===== src/logic/dac_cmd_pkg.sv =====
// Shared constants for the quad DAC serial command port
package dac_cmd_pkg;
  localparam int unsigned FRAME_BITS = 32;
  localparam int unsigned CMD_MSB = 27;
  localparam int unsigned ADDR_MSB = 23;
  localparam int unsigned DATA_MSB = 19;
  localparam int unsigned CHAIN_BIT = 1;
  localparam int unsigned NUM_CH = 4;
  localparam logic [3:0] ADDR_ALL = 4'hF;
  localparam logic [3:0] CMD_WRITE_IN = 4'h0;
  localparam logic [3:0] CMD_UPDATE = 4'h1;
  localparam logic [3:0] CMD_WRITE_UPD_ALL = 4'h2;
  localparam logic [3:0] CMD_WRITE_UPD = 4'h3;
  localparam logic [3:0] CMD_POWER = 4'h4;
  localparam logic [3:0] CMD_CLEAR_CODE = 4'h5;
  localparam logic [3:0] CMD_LOAD_OVR = 4'h6;
  localparam logic [3:0] CMD_RESET = 4'h7;
  localparam logic [3:0] CMD_CHAIN = 4'h8;
  localparam logic [15:0] CODE_ZERO = 16'h0000;
  localparam logic [15:0] CODE_MID = 16'h8000;
  localparam logic [15:0] CODE_FULL = 16'hFFFF;
  localparam real CLK_PERIOD_NS = 5.0;
  localparam real POR_TIME_US = 50.0;
  localparam int unsigned POR_CYCLES = int'($ceil(POR_TIME_US * 1000.0 / CLK_PERIOD_NS));
  localparam logic [4:0] LINK_HALF_DIV = 5'h08;
  localparam logic [4:0] SYNC_GAP_CYCLES = 5'h10;
  localparam logic [31:0] REG_CMD_OFFS = 32'h0000_0000;
  localparam logic [31:0] REG_CTRL_OFFS = 32'h0000_0004;
  localparam logic [31:0] REG_STAT_OFFS = 32'h0000_0008;
  localparam logic [31:0] REG_FRAMES_OFFS = 32'h0000_000C;
endpackage : dac_cmd_pkg


===== src/logic/dac_link_if.sv =====
// Serial link between the host controller and the DAC command port
`timescale 1ns/1ps
`default_nettype none
interface dac_link_if;
  logic sclk;
  logic frame_n;
  logic sdin;
  logic serial_out;
  logic output_load_n;
  logic output_clear_n;
  modport host (output sclk, output frame_n, output sdin, output output_load_n,
    output output_clear_n, input serial_out);
  modport device (input sclk, input frame_n, input sdin, input output_load_n,
    input output_clear_n, output serial_out);
endinterface : dac_link_if
`default_nettype wire


===== src/logic/pin_sync.sv =====
// Two-flop synchroniser for a group of asynchronous pins
`timescale 1ns/1ps
`default_nettype none
module pin_sync #(
  parameter int unsigned WIDTH = 1,
  parameter logic [WIDTH-1:0] INIT = '0
) (
  // Clock and reset
  input wire logic pclk,
  input wire logic presetn,
  // Pins in, synchronised out
  input wire logic [WIDTH-1:0] pin_in,
  output logic [WIDTH-1:0] pin_out
);
  logic [WIDTH-1:0] meta_ff;
  always_ff @(posedge pclk or negedge presetn) begin
    if (!presetn) begin
      meta_ff <= INIT;
      pin_out <= INIT;
    end else begin
      meta_ff <= pin_in;
      pin_out <= meta_ff;
    end
  end
endmodule : pin_sync
`default_nettype wire


===== src/logic/dac_cmd_device.sv =====
// Device end: serial command decoder with input and DAC registers
//
// Notes on behaviour
// - Frame: 4 ignored, command, address, data
// - Code 12/14/16 bits, trailing bits ignored
// - Frame low opens; sample on falling edges
// - 32nd falling edge executes decoded command
// - 0000 writes input; 0001 updates DAC
// - 0010 write, update all; 0011 write+update
// - 0100 power, 0101 clear code, 0110 override
// - 1000 chain enable; 1001-1111 do nothing
// - Address A-D 0000-0011, 1111 all channels
// - Early frame rise discards the frame
// - Chain mode from DB1; default standalone
// - Chain: overflow bits out on rising edge
// - Host gives 32N clocks; other counts discarded
// - Frame rises after last clock to latch
// - Host pulses output-load low in chain mode
// - Reset defaults; zero or midscale by strap
// - Command 0111 soft reset like power-on
// - Load/clear ignored during 50 us reset
// - Host soft-resets after slow supply ramp
// - Load pulse copies all; held low syncs
//
// The implementer's own choices: register access over APB and the placing of the registers.
`timescale 1ns/1ps
`default_nettype none
module dac_cmd_device
  import dac_cmd_pkg::*;
#(
  parameter int unsigned RES_BITS = 16,
  parameter int unsigned POR_COUNT = POR_CYCLES
) (
  // Clock and reset
  input wire logic pclk,
  input wire logic presetn,
  // Link
  dac_link_if.device link,
  // Strap
  input wire logic por_mid,
  // DAC state
  output logic [NUM_CH*16-1:0] dac_code,
  output logic [NUM_CH*2-1:0] power_mode,
  output logic chain_mode,
  output logic por_busy
);
  logic [5:0] s_ff;
  logic sclk_q_ff;
  logic frame_q_ff;
  logic [31:0] shift_ff;
  logic [5:0] cnt_ff;
  logic exec_ff;
  logic [31:0] word_ff;
  logic [15:0] in_ff [NUM_CH];
  logic [15:0] dac_ff [NUM_CH];
  logic [NUM_CH-1:0] ovr_ff;
  logic [1:0] pd_ff [NUM_CH];
  logic [1:0] clr_code_ff;
  logic chain_ff;
  logic [15:0] rst_code_ff;
  logic soft_rst;
  logic [$clog2(POR_COUNT+1)-1:0] por_ff;
  logic por_arm_ff;
  logic load_q_ff;
  logic clr_q_ff;
  logic serial_ff;
  logic [15:0] code_w;
  logic [15:0] clr_val;
  logic [3:0] cmd_w;
  logic [3:0] addr_w;
  logic sclk_s;
  logic frame_s;
  logic sdin_s;
  logic load_s;
  logic clr_s;
  logic mid_s;
  logic fall;
  logic rise;

  // Strap is a pin too, so it goes through the same two flops
  pin_sync #(.WIDTH(6), .INIT(6'h3E)) u_sync (
    .pclk(pclk),
    .presetn(presetn),
    .pin_in({link.sclk, link.frame_n, link.sdin, link.output_load_n, link.output_clear_n,
      por_mid}),
    .pin_out(s_ff)
  );
  assign {sclk_s, frame_s, sdin_s, load_s, clr_s, mid_s} = s_ff;
  assign fall = sclk_q_ff && !sclk_s;
  assign rise = !sclk_q_ff && sclk_s;
  assign cmd_w = word_ff[CMD_MSB -: 4];
  assign addr_w = word_ff[ADDR_MSB -: 4];
  // Short codes are left aligned so trailing bits drop off
  assign code_w = {word_ff[DATA_MSB -: RES_BITS], {(16-RES_BITS){1'b0}}};
  assign soft_rst = exec_ff && cmd_w == CMD_RESET;
  assign clr_val = (clr_code_ff == 2'h1) ? CODE_MID : (clr_code_ff == 2'h2) ? CODE_FULL : CODE_ZERO;

  always_ff @(posedge pclk or negedge presetn) begin
    if (!presetn) begin
      sclk_q_ff <= 1'b1;
      frame_q_ff <= 1'b1;
      load_q_ff <= 1'b1;
      clr_q_ff <= 1'b1;
    end else begin
      sclk_q_ff <= sclk_s;
      frame_q_ff <= frame_s;
      load_q_ff <= load_s;
      clr_q_ff <= clr_s;
    end
  end

  // Strap followed all through the count, so its level as the count runs out sets the reset code
  always_ff @(posedge pclk or negedge presetn) begin
    if (!presetn) begin
      por_arm_ff <= 1'b0;
      por_ff <= '0;
      rst_code_ff <= CODE_ZERO;
    end else if (!por_arm_ff) begin
      por_arm_ff <= 1'b1;
      por_ff <= $bits(por_ff)'(POR_COUNT);
    end else if (por_ff != '0) begin
      por_ff <= por_ff - 1'b1;
      rst_code_ff <= mid_s ? CODE_MID : CODE_ZERO;
    end
  end

  always_ff @(posedge pclk or negedge presetn) begin
    if (!presetn) begin
      por_busy <= 1'b1;
    end else begin
      por_busy <= !por_arm_ff || por_ff > 1;
    end
  end

  // Shift and count; a frame rise off a 32 boundary discards it
  always_ff @(posedge pclk or negedge presetn) begin
    if (!presetn) begin
      shift_ff <= '0;
      cnt_ff <= '0;
      exec_ff <= 1'b0;
      word_ff <= '0;
    end else begin
      exec_ff <= 1'b0;
      if (frame_s) begin
        cnt_ff <= '0;
        if (!frame_q_ff && chain_ff && cnt_ff[4:0] == 5'h00 && cnt_ff != '0) begin
          exec_ff <= 1'b1;
          word_ff <= shift_ff;
        end
      end else if (fall) begin
        shift_ff <= {shift_ff[30:0], sdin_s};
        cnt_ff <= (cnt_ff == 6'h20) ? 6'h01 : cnt_ff + 6'h01;
        if (!chain_ff && cnt_ff == 6'h1F) begin
          exec_ff <= 1'b1;
          word_ff <= {shift_ff[30:0], sdin_s};
        end
      end
    end
  end

  // Serial output moves on the rising edge, valid at the falling one
  always_ff @(posedge pclk or negedge presetn) begin
    if (!presetn) begin
      serial_ff <= 1'b0;
    end else if (chain_ff && !frame_s && rise) begin
      serial_ff <= shift_ff[31];
    end
  end
  assign link.serial_out = serial_ff;

  always_ff @(posedge pclk or negedge presetn) begin
    if (!presetn) begin
      chain_ff <= 1'b0;
      clr_code_ff <= 2'h0;
      ovr_ff <= '0;
    end else if (soft_rst) begin
      chain_ff <= 1'b0;
      clr_code_ff <= 2'h0;
      ovr_ff <= '0;
    end else if (exec_ff) begin
      if (cmd_w == CMD_CHAIN) chain_ff <= word_ff[CHAIN_BIT];
      if (cmd_w == CMD_CLEAR_CODE) clr_code_ff <= word_ff[1:0];
      if (cmd_w == CMD_LOAD_OVR) ovr_ff <= word_ff[NUM_CH-1:0];
    end
  end

  generate
    for (genvar i = 0; i < NUM_CH; i++) begin : g_ch
      logic hit;
      logic wr;
      logic upd;
      assign hit = addr_w == 4'(i) || addr_w == ADDR_ALL;
      assign wr = exec_ff && hit && (cmd_w == CMD_WRITE_IN || cmd_w == CMD_WRITE_UPD_ALL
        || cmd_w == CMD_WRITE_UPD);
      // Pin low or override bit set at execution updates in step with the write
      assign upd = exec_ff && ((hit && (cmd_w == CMD_UPDATE || cmd_w == CMD_WRITE_UPD))
        || cmd_w == CMD_WRITE_UPD_ALL
        || (wr && (ovr_ff[i] || !load_s)));
      always_ff @(posedge pclk or negedge presetn) begin
        if (!presetn) begin
          in_ff[i] <= CODE_ZERO;
          dac_ff[i] <= CODE_ZERO;
          pd_ff[i] <= 2'h0;
        end else if (por_busy && por_ff == 1 || soft_rst) begin
          in_ff[i] <= rst_code_ff;
          dac_ff[i] <= rst_code_ff;
          pd_ff[i] <= 2'h0;
        end else if (!por_busy && clr_q_ff && !clr_s && clr_code_ff != 2'h3) begin
          in_ff[i] <= clr_val;
          dac_ff[i] <= clr_val;
        end else begin
          if (wr) in_ff[i] <= code_w;
          if (upd) dac_ff[i] <= wr ? code_w : in_ff[i];
          else if (!por_busy && load_q_ff && !load_s) dac_ff[i] <= in_ff[i];
          if (exec_ff && cmd_w == CMD_POWER && word_ff[i]) pd_ff[i] <= word_ff[9:8];
        end
      end
      always_ff @(posedge pclk or negedge presetn) begin
        if (!presetn) begin
          dac_code[i*16 +: 16] <= CODE_ZERO;
          power_mode[i*2 +: 2] <= 2'h0;
        end else begin
          dac_code[i*16 +: 16] <= dac_ff[i];
          power_mode[i*2 +: 2] <= pd_ff[i];
        end
      end
    end
  endgenerate

  always_ff @(posedge pclk or negedge presetn) begin
    if (!presetn) chain_mode <= 1'b0;
    else chain_mode <= chain_ff;
  end
endmodule : dac_cmd_device
`default_nettype wire


===== src/flat_wrapper.sv =====
// flat-port wrapper written by rule: the top's interface ports become plain ports
module dac_cmd_device_flat import dac_cmd_pkg::*;
#(
  parameter int unsigned RES_BITS = 16,
  parameter int unsigned POR_COUNT = POR_CYCLES
)
  (pclk, presetn, por_mid, dac_code, power_mode, chain_mode, por_busy, link_sclk, link_frame_n, link_sdin, link_output_load_n, link_output_clear_n, link_serial_out);
  dac_link_if link_i ();
  input wire logic pclk;
  input wire logic presetn;
  input wire logic por_mid;
  output logic [NUM_CH*16-1:0] dac_code;
  output logic [NUM_CH*2-1:0] power_mode;
  output logic chain_mode;
  output logic por_busy;
  input wire logic [$bits(link_i.sclk)-1:0] link_sclk;
  input wire logic [$bits(link_i.frame_n)-1:0] link_frame_n;
  input wire logic [$bits(link_i.sdin)-1:0] link_sdin;
  input wire logic [$bits(link_i.output_load_n)-1:0] link_output_load_n;
  input wire logic [$bits(link_i.output_clear_n)-1:0] link_output_clear_n;
  output wire logic [$bits(link_i.serial_out)-1:0] link_serial_out;
  assign link_i.sclk = link_sclk;
  assign link_i.frame_n = link_frame_n;
  assign link_i.sdin = link_sdin;
  assign link_i.output_load_n = link_output_load_n;
  assign link_i.output_clear_n = link_output_clear_n;
  assign link_serial_out = link_i.serial_out;
  dac_cmd_device #(.RES_BITS(RES_BITS), .POR_COUNT(POR_COUNT)) u_core (.pclk(pclk), .presetn(presetn), .link(link_i), .por_mid(por_mid), .dac_code(dac_code), .power_mode(power_mode), .chain_mode(chain_mode), .por_busy(por_busy));
endmodule

===== config.mk =====
export PLATFORM = sky130hd
export DESIGN_NAME = dac_cmd_device_flat
export DESIGN_NICKNAME = d
export VERILOG_FILES = /design/src/logic/dac_cmd_pkg.sv /design/src/logic/dac_link_if.sv /design/src/logic/pin_sync.sv /design/src/logic/dac_cmd_device.sv /design/src/flat_wrapper.sv
export SDC_FILE = /design/constraint.sdc
export NUM_CORES = 1
export LEC_CHECK = 0
export BUFFER_PORTS_ARGS = -buffer_cell sky130_fd_sc_hd__buf_2
export CAP_MARGIN = 20
export CORE_AREA = 5 5 190 192
export DETAILED_ROUTE_END_ITERATION = 10
export DIE_AREA = 0 0 195 197
export GPL_ROUTABILITY_DRIVEN = 1
export SLEW_MARGIN = 20
export SYNTH_ARGS = -nofsm -noshare
export SYNTH_HDL_FRONTEND = slang
export SYNTH_HIERARCHICAL = 1
export SYNTH_SLANG_ARGS = --single-unit

===== constraint.sdc =====
create_clock -name pclk -period 2.2 [get_ports pclk]
set_clock_uncertainty 0.15 [all_clocks]
set_input_delay 0.33 -clock pclk [delete_from_list [all_inputs] [get_ports pclk]]
set_output_delay 0.33 -clock pclk [all_outputs]
set_load 0.05 [all_outputs]

==> results_dict.tcl, run 1 <==
set metrics [dict create \
    worst_slew_pin_slew_ns 0.743 \
    avgSynthCellArea_um2 11.3 \
    ant_nets 0 \
    synth_enable_flop_cells 0 \
    path_clk_slew_ns 0.06 \
    fp.coreArea_um2 34200 \
    yosys_warnings 6 \
    ys_seq_elements 317 \
    cp-startpoint "u_core/por_ff[11]" \
    crit_arrival_ns 2.57 \
    syn-num-nets 1202 \
    synth_top_family_by_area "simple AND/OR/NAND/NOR gates" \
    failed_checks "setup timing" \
    synthMuxAreaShare_pct 11.4 \
    post-route-period-util_pct 106 \
    synth-seq-area-share_pct 59.0 \
    fin_crit_ns 2.32 \
    ff2ff_path_depth 8 \
    grt_usage_pct 16.9 \
    endpoint "u_core/dac_ff[61]" \
    r2r-start "u_core/por_ff[11]" \
    nets 1348 \
    grt_pass1_wl_um 53400 \
    placed_area_um2 15200 \
    power_frac_comb_pct 4.6 \
    die_x_um 195 \
    pin_count 83 \
    finish.utilization_pct 50.2 \
    die_area_um2 38400 \
    io_buffers 82 \
    final_area_um2 17200 \
    final_cells 1813 \
    gp_congestion 0.822 \
    synthXorXnorAreaFrac_pct 0.845 \
    synth_top_cell_by_area "dfrtp_1" \
    cellPowerDensity_nw_per_um2 731 \
    clock_power_share_pct 47.1 \
    power.leakage_nw 8.05 \
    end_kind "flop" \
    p_seq_share_pct 48.3 \
    num_vias 9629 \
    tritoncts "done" \
    p_int_w 0.00985 \
    grt-ovfl-total 0 \
    dpl.cell_count 1723 \
    maxSlewViolCount 0 \
    cts-root-buf "clkbuf_16" \
    cts.sinks 317 \
    grt_setup_unrepaired "true" \
    drcViolationCount 0 \
    grt_max_degree 102 \
    hold_path.class "in -> async" \
    worstSetupPathType "reg -> reg" \
    max_freq_mhz 430 \
    synthAdderAreaFrac_pct 0.557 \
    cts_buffer_depth 3 \
    grt_pass1_vias 9567 \
    synth_most_common_cell "dfrtp_1" \
    finalSetupViolCount 93 \
    critPathLaunchType "flop" \
    power_w 0.0126 \
    numCtsBuffers 34 \
    syn_inst 1188 \
    worstPathRequired_ns 2.45 \
    std_cell_rows 68 \
    p_sw_w 0.00270 \
    timing.hold.ws_ns 0.201 \
    yosys.area.top_type_share_pct 56.1 \
    syn_area_um2 13500 \
    die_h_um 197 \
    firstDrtPassIters 5 \
    area_delta_synth_final_pct 27.4 \
    cap_viol_max_count 0 \
    r2r_end "u_core/dac_ff[61]" \
    drt_wl_total_um 33000 \
    rrSetupSlack_ns -0.12 \
    hold_viol 0 \
    final_layout_size_suffix_gt1_share_pct 33.1 \
    worst_slack_ns -0.123 \
    clk_latency_ns 0.51 \
    hpwl_um 19900 \
    diodes 0 \
    synthTopCellsByArea "dfrtp_1, mux2_2, a31oi_1" \
    start_util_pct 39.4 \
    h-tree-depth 2 \
    synth-compound-area-share_pct 12.0 \
    outcome "finished with violations" \
    max-slew-margin-rel_pct 50.4 \
    synthSimpleGateAreaFrac_pct 12.4 \
    yosysUniqueCellTypes 56 \
    drt-wirelength-per-cell_um 18.2 \
    drt_iter0_markers 740 \
    cp_max_fo 8 \
    swShare_pct 21.5 \
    synth-main-ff-cell "dfrtp_1" \
    antenna_found_initial 0 \
    ir_drop_uv 523 \
    synthArstFlopShare_pct 100 \
    vias_per_cell 5.31 \
    synth_common_cells "dfrtp_1, nand2_1, mux2_2" \
]
## cell families (layout without fill, tap and decap cells)
group | count (synthesis) | after routing
AND/OR/NAND/NOR | 345 | 345
flip-flops | 317 | 317
AO/OA/AOI/OAI | 261 | 261
multiplexers | 137 | 137
buffers and inverters | 108 | 278
XOR/XNOR | 13 | 13
adder cells (fa/ha/maj) | 6 | 6
other | 1 | 1
## layer usage
metal	track usage, %	up-vias	part of all wire (%)
li1	-	4552	-
met1	24.2	4776	45
met2	26.4	244	46
met3	3.09	57	5.6
met4	5.20	0	2.8
met5	0	-	0
## area by class of cell
type | instances | area (µm²)
clock buffer | 45 | 943
clock inverter | 15 | 215
fill | 3032 | 17000
inverter | 7 | 26.3
multi-input combinational | 763 | 5540
sequential | 317 | 7960
tap | 455 | 569
timing repair buffer | 211 | 1920
## power groups by stage
stage / Combinational [W] / Clock (W) / Sequential, W
6_report: 0.000572 / 0.00592 / 0.00607
5_1_grt: 0.000643 / 0.00632 / 0.00608
4_1_cts: 0.000566 / 0.00610 / 0.00606
3_5_place_dp: 0.000538 / 0 / 0.00617
3_3_place_gp: 0.000527 / 0 / 0.00617
2_1_floorplan: 0.000278 / 0 / 0.00615
## worst max-delay path, cell delays in order (launching register included)
cell and delay, ns:
dfrtp_2 0.43, nor4_4 0.30, buf_4 0.17, nand4_4 0.13, o221ai_4 0.27, buf_6 0.16, a21o_4 0.14, buf_12 0.15
mux2_4 0.30
## state kept, by name, summed over array words and instances (netlist names), 2 cells and up
name and flops:
u_core/clr_code_ff 2, u_core/cnt_ff 6, u_core/dac_code 64, u_core/dac_ff 64, u_core/in_ff 64, u_core/ovr_ff 4, u_core/pd_ff 8, u_core/por_ff 14
u_core/power_mode 8, u_core/shift_ff 32, u_core/u_sync/meta_ff 6, u_core/u_sync/pin_out 6, u_core/word_ff 28
## metrics by stage
step                setup slack (ns)  setup TNS (ns)
floorplan                     -0.194           -3.72
global placement              -0.109           -2.94
detailed placement            -0.133           -3.79
CTS                           -0.141           -6.36
global route                  -0.204          -16.16
finish                        -0.123           -7.21
## layout by cell type (no fill, tap or decap), drive strengths merged, types with 17 or more instances in the layout
| master | n |
|---|---|
| a21oi | 23 |
| a22o | 17 |
| a31oi | 110 |
| buf | 198 |
| clkbuf | 49 |
| dfrtp | 302 |
| mux2 | 136 |
| nand2 | 166 |
| nand3 | 96 |
| o21ai | 78 |
## worst min-delay path by stage
stage,startpoint,end,slack (ns)
floorplan,presetn,u_core/chain_ff,-0.12
global placement,u_core/u_sync/meta_ff[0],u_core/u_sync/pin_out[0],0.19
detailed placement,presetn,u_core/dac_code[43],0.19
CTS,u_core/u_sync/meta_ff[5],u_core/u_sync/pin_out[5],0.20
global route,u_core/u_sync/meta_ff[5],u_core/u_sync/pin_out[5],0.20
finish,presetn,u_core/dac_code[43],0.20
## what timing repair did
item | 4_1_cts | 5_1_grt
hold endpoints to repair | 53 | 0
buffers inserted | 9 | 9
hold buffers | 7 | 0
cloned | 6 | 3
gates resized for setup | 54 | 48
setup endpoints to repair | 72 | 131
pin swaps | 1 | 24
No activity file was read; power rests on OpenSTA's default activity.
==> inputs of run 2 (changes only) <==
--- a/config.mk
+++ b/config.mk
@@ -11,6 +11,7 @@
 export DETAILED_ROUTE_END_ITERATION = 10
 export DIE_AREA = 0 0 195 197
 export GPL_ROUTABILITY_DRIVEN = 1
+export SETUP_SLACK_MARGIN = 0.02
 export SLEW_MARGIN = 20
 export SYNTH_ARGS = -nofsm -noshare
 export SYNTH_HDL_FRONTEND = slang
==> run 2 against run 1 <==
The flow still finishes with violations (setup timing). Sequential share of layout area is 1.1 points lower. Clock-buffer cell count rose by 3. Combinational power fell by 4.2%. Hold slack worse by 0.010 ns. Utilization is 1.2 points higher. First-iteration DRC count rose by 40%. Non-clock buffer count grew 6. Setup slack got worse by 0.025 ns. Global-route usage fell by 0.28 points. Flip-flop and latch count did not move. Critical path depth decreased by 1. Cell count is 0.39% higher. Critical path type unchanged. Highest routed layer unchanged.
==> results_dict.tcl, run 2 (synthesis results as in run 1) <==
set metrics [dict create \
    outcome "finished with violations" \
    failed_checks "setup timing" \
    fp.coreArea_um2 34200 \
    worstSetupPathType "reg -> reg" \
    h-tree-depth 2 \
    die_area_um2 38400 \
    max_freq_mhz 426 \
    endpoint "u_core/word_ff[23]" \
    r2r_end "u_core/word_ff[23]" \
    hold_path.class "in -> async" \
    diodes 0 \
    grt_max_degree 63 \
    max-slew-margin-rel_pct 46.6 \
    critPathLaunchType "flop" \
    num_vias 9794 \
    rrSetupSlack_ns -0.15 \
    drt_wl_total_um 33400 \
    clk_latency_ns 0.51 \
    grt_setup_unrepaired "true" \
    hold_viol 0 \
    io_buffers 82 \
    path_clk_slew_ns 0.06 \
    final_layout_size_suffix_gt1_share_pct 34.4 \
    nets 1355 \
    cp_slowest_cell "dfstp_2" \
    finish.utilization_pct 51.4 \
    cap_viol_max_count 0 \
    setup_tns_ns -6.22 \
    cp_max_fo 8 \
    start_util_pct 39.4 \
    numCtsBuffers 34 \
    grt_usage_pct 16.6 \
    layout_common_cells "dfrtp_1, nand2_1, nand3_1" \
    antenna_found_initial 0 \
    ir_drop_uv 441 \
    finalSetupViolCount 80 \
    power.leakage_nw 8.14 \
    layout_commonest_cell "dfrtp_1" \
    final_area_um2 17600 \
    area_delta_synth_final_pct 30.5 \
    grt-ovfl-total 0 \
    hpwl_um 19600 \
    worstPathRequired_ns 2.44 \
    tritoncts "done" \
    cp-startpoint "u_core/sclk_q_ff" \
    end_kind "flop" \
    biggestRegsByFlops "u_core/dac_code (64), u_core/dac_ff (64), u_core/in_ff (64)" \
    cts-root-buf "clkbuf_16" \
    gp_congestion 0.797 \
    drcViolationCount 0 \
    cts.sinks 317 \
    r2r-start "u_core/sclk_q_ff" \
    pin_count 83 \
    drt_iter0_markers 1033 \
    firstDrtPassIters 5 \
    placed_area_um2 15200 \
    worst_slack_ns -0.148 \
    vias_per_cell 5.38 \
    cts_buffer_depth 3 \
    maxSlewViolCount 0 \
    cp_cell_sequence "nor3b_4 > nand4_1 > or4b_4 > o31ai_4 > buf_6 > buf_8 > mux2_1" \
    final_cells 1820 \
    post-route-period-util_pct 107 \
    cellPowerDensity_nw_per_um2 703 \
    dpl.cell_count 1720 \
    worst_slew_pin_slew_ns 0.801 \
    ant_nets 0 \
    std_cell_rows 68 \
    die_x_um 195 \
    critical_path.max_stage_delay_ns 0.53 \
    grt_pass1_wl_um 52600 \
    ff2ff_path_depth 7 \
    die_h_um 197 \
    crit_arrival_ns 2.59 \
    grt_pass1_vias 9560 \
    fin_crit_ns 2.35 \
    drt-wirelength-per-cell_um 18.4 \
]
run 2: cell count changes in the layout (fill, tap and decap cells not counted), moves of 9 or more:
cell     previous run  this run
buf_8               1        10
o21ai_1             3        13
o21ai_0            75        65
a31oi_4             3        24
buf_4              80        70
a31oi_1           104        81
run 2: final cells by class:
type / count / area, µm²
Tap cell: 455 / 569
Multi-Input combinational cell: 764 / 5860
Inverter: 7 / 26.3
Sequential cell: 317 / 7960
Timing Repair Buffer: 217 / 2050
Fill cell: 2961 / 16600
Clock buffer: 48 / 987
Clock inverter: 12 / 145
run 2: per-stage QoR:
step	hold WS [ns]	power, W	setup slack, ns
finish	0.191	0.0124	-0.148
global route	0.206	0.0129	-0.229
CTS	0.190	0.0125	-0.155
detailed placement	0.129	0.00669	-0.157
global placement	0.137	0.00668	-0.134
floorplan	-0.116	0.00642	-0.194
run 2: worst min-delay path by stage:
stage / from / end / cells past startpoint / slack [ns]
after CTS: presetn / u_core/in_ff[26] / 2 / 0.19
final: presetn / u_core/dac_code[43] / 2 / 0.19
after detailed placement: presetn / u_core/dac_ff[27] / 1 / 0.13
after global routing: u_core/u_sync/meta_ff[5] / u_core/u_sync/pin_out[5] / 0 / 0.21
after global placement: presetn / u_core/dac_code[43] / 1 / 0.14
after floorplan: presetn / u_core/chain_ff / 0 / -0.12
run 2: report_power, final:
part           internal [W]  switching [W]  total [W]
Clock               0.00349        0.00226    0.00575
Combinational      0.000270       0.000278   0.000548
Sequential          0.00596       0.000113    0.00607
run 2: worst max-delay path: cells and delay by family, from the launching register on:
| kind | cells | cell delay [ns] |
|---|---|---|
| AND/OR/NAND/NOR | 3 | 0.85 |
| flip-flops | 1 | 0.53 |
| AO/OA/AOI/OAI | 1 | 0.09 |
| multiplexers | 1 | 0.32 |
| buffers and inverters | 2 | 0.29 |
run 2: repair_timing:
action | 4_1_cts | 5_1_grt
endpoints found under the hold margin | 132 | 0
cloned | 5 | 7
endpoints found under the setup margin | 88 | 125
pin swaps | 3 | 10
hold buffers | 7 | 0
gates resized for setup | 58 | 108
setup buffers | 9 | 14
run 2: layer usage:
| metal | wire length (µm) | vias up | track usage (%) |
|---|---|---|---|
| met4 | 853 | 0 | 5.59 |
| met1 | 15500 | 4924 | 23.8 |
| met3 | 1580 | 51 | 3.18 |
| met2 | 15500 | 255 | 25.7 |
| li1 | - | 4564 | - |
| met5 | 0 | - | 0 |
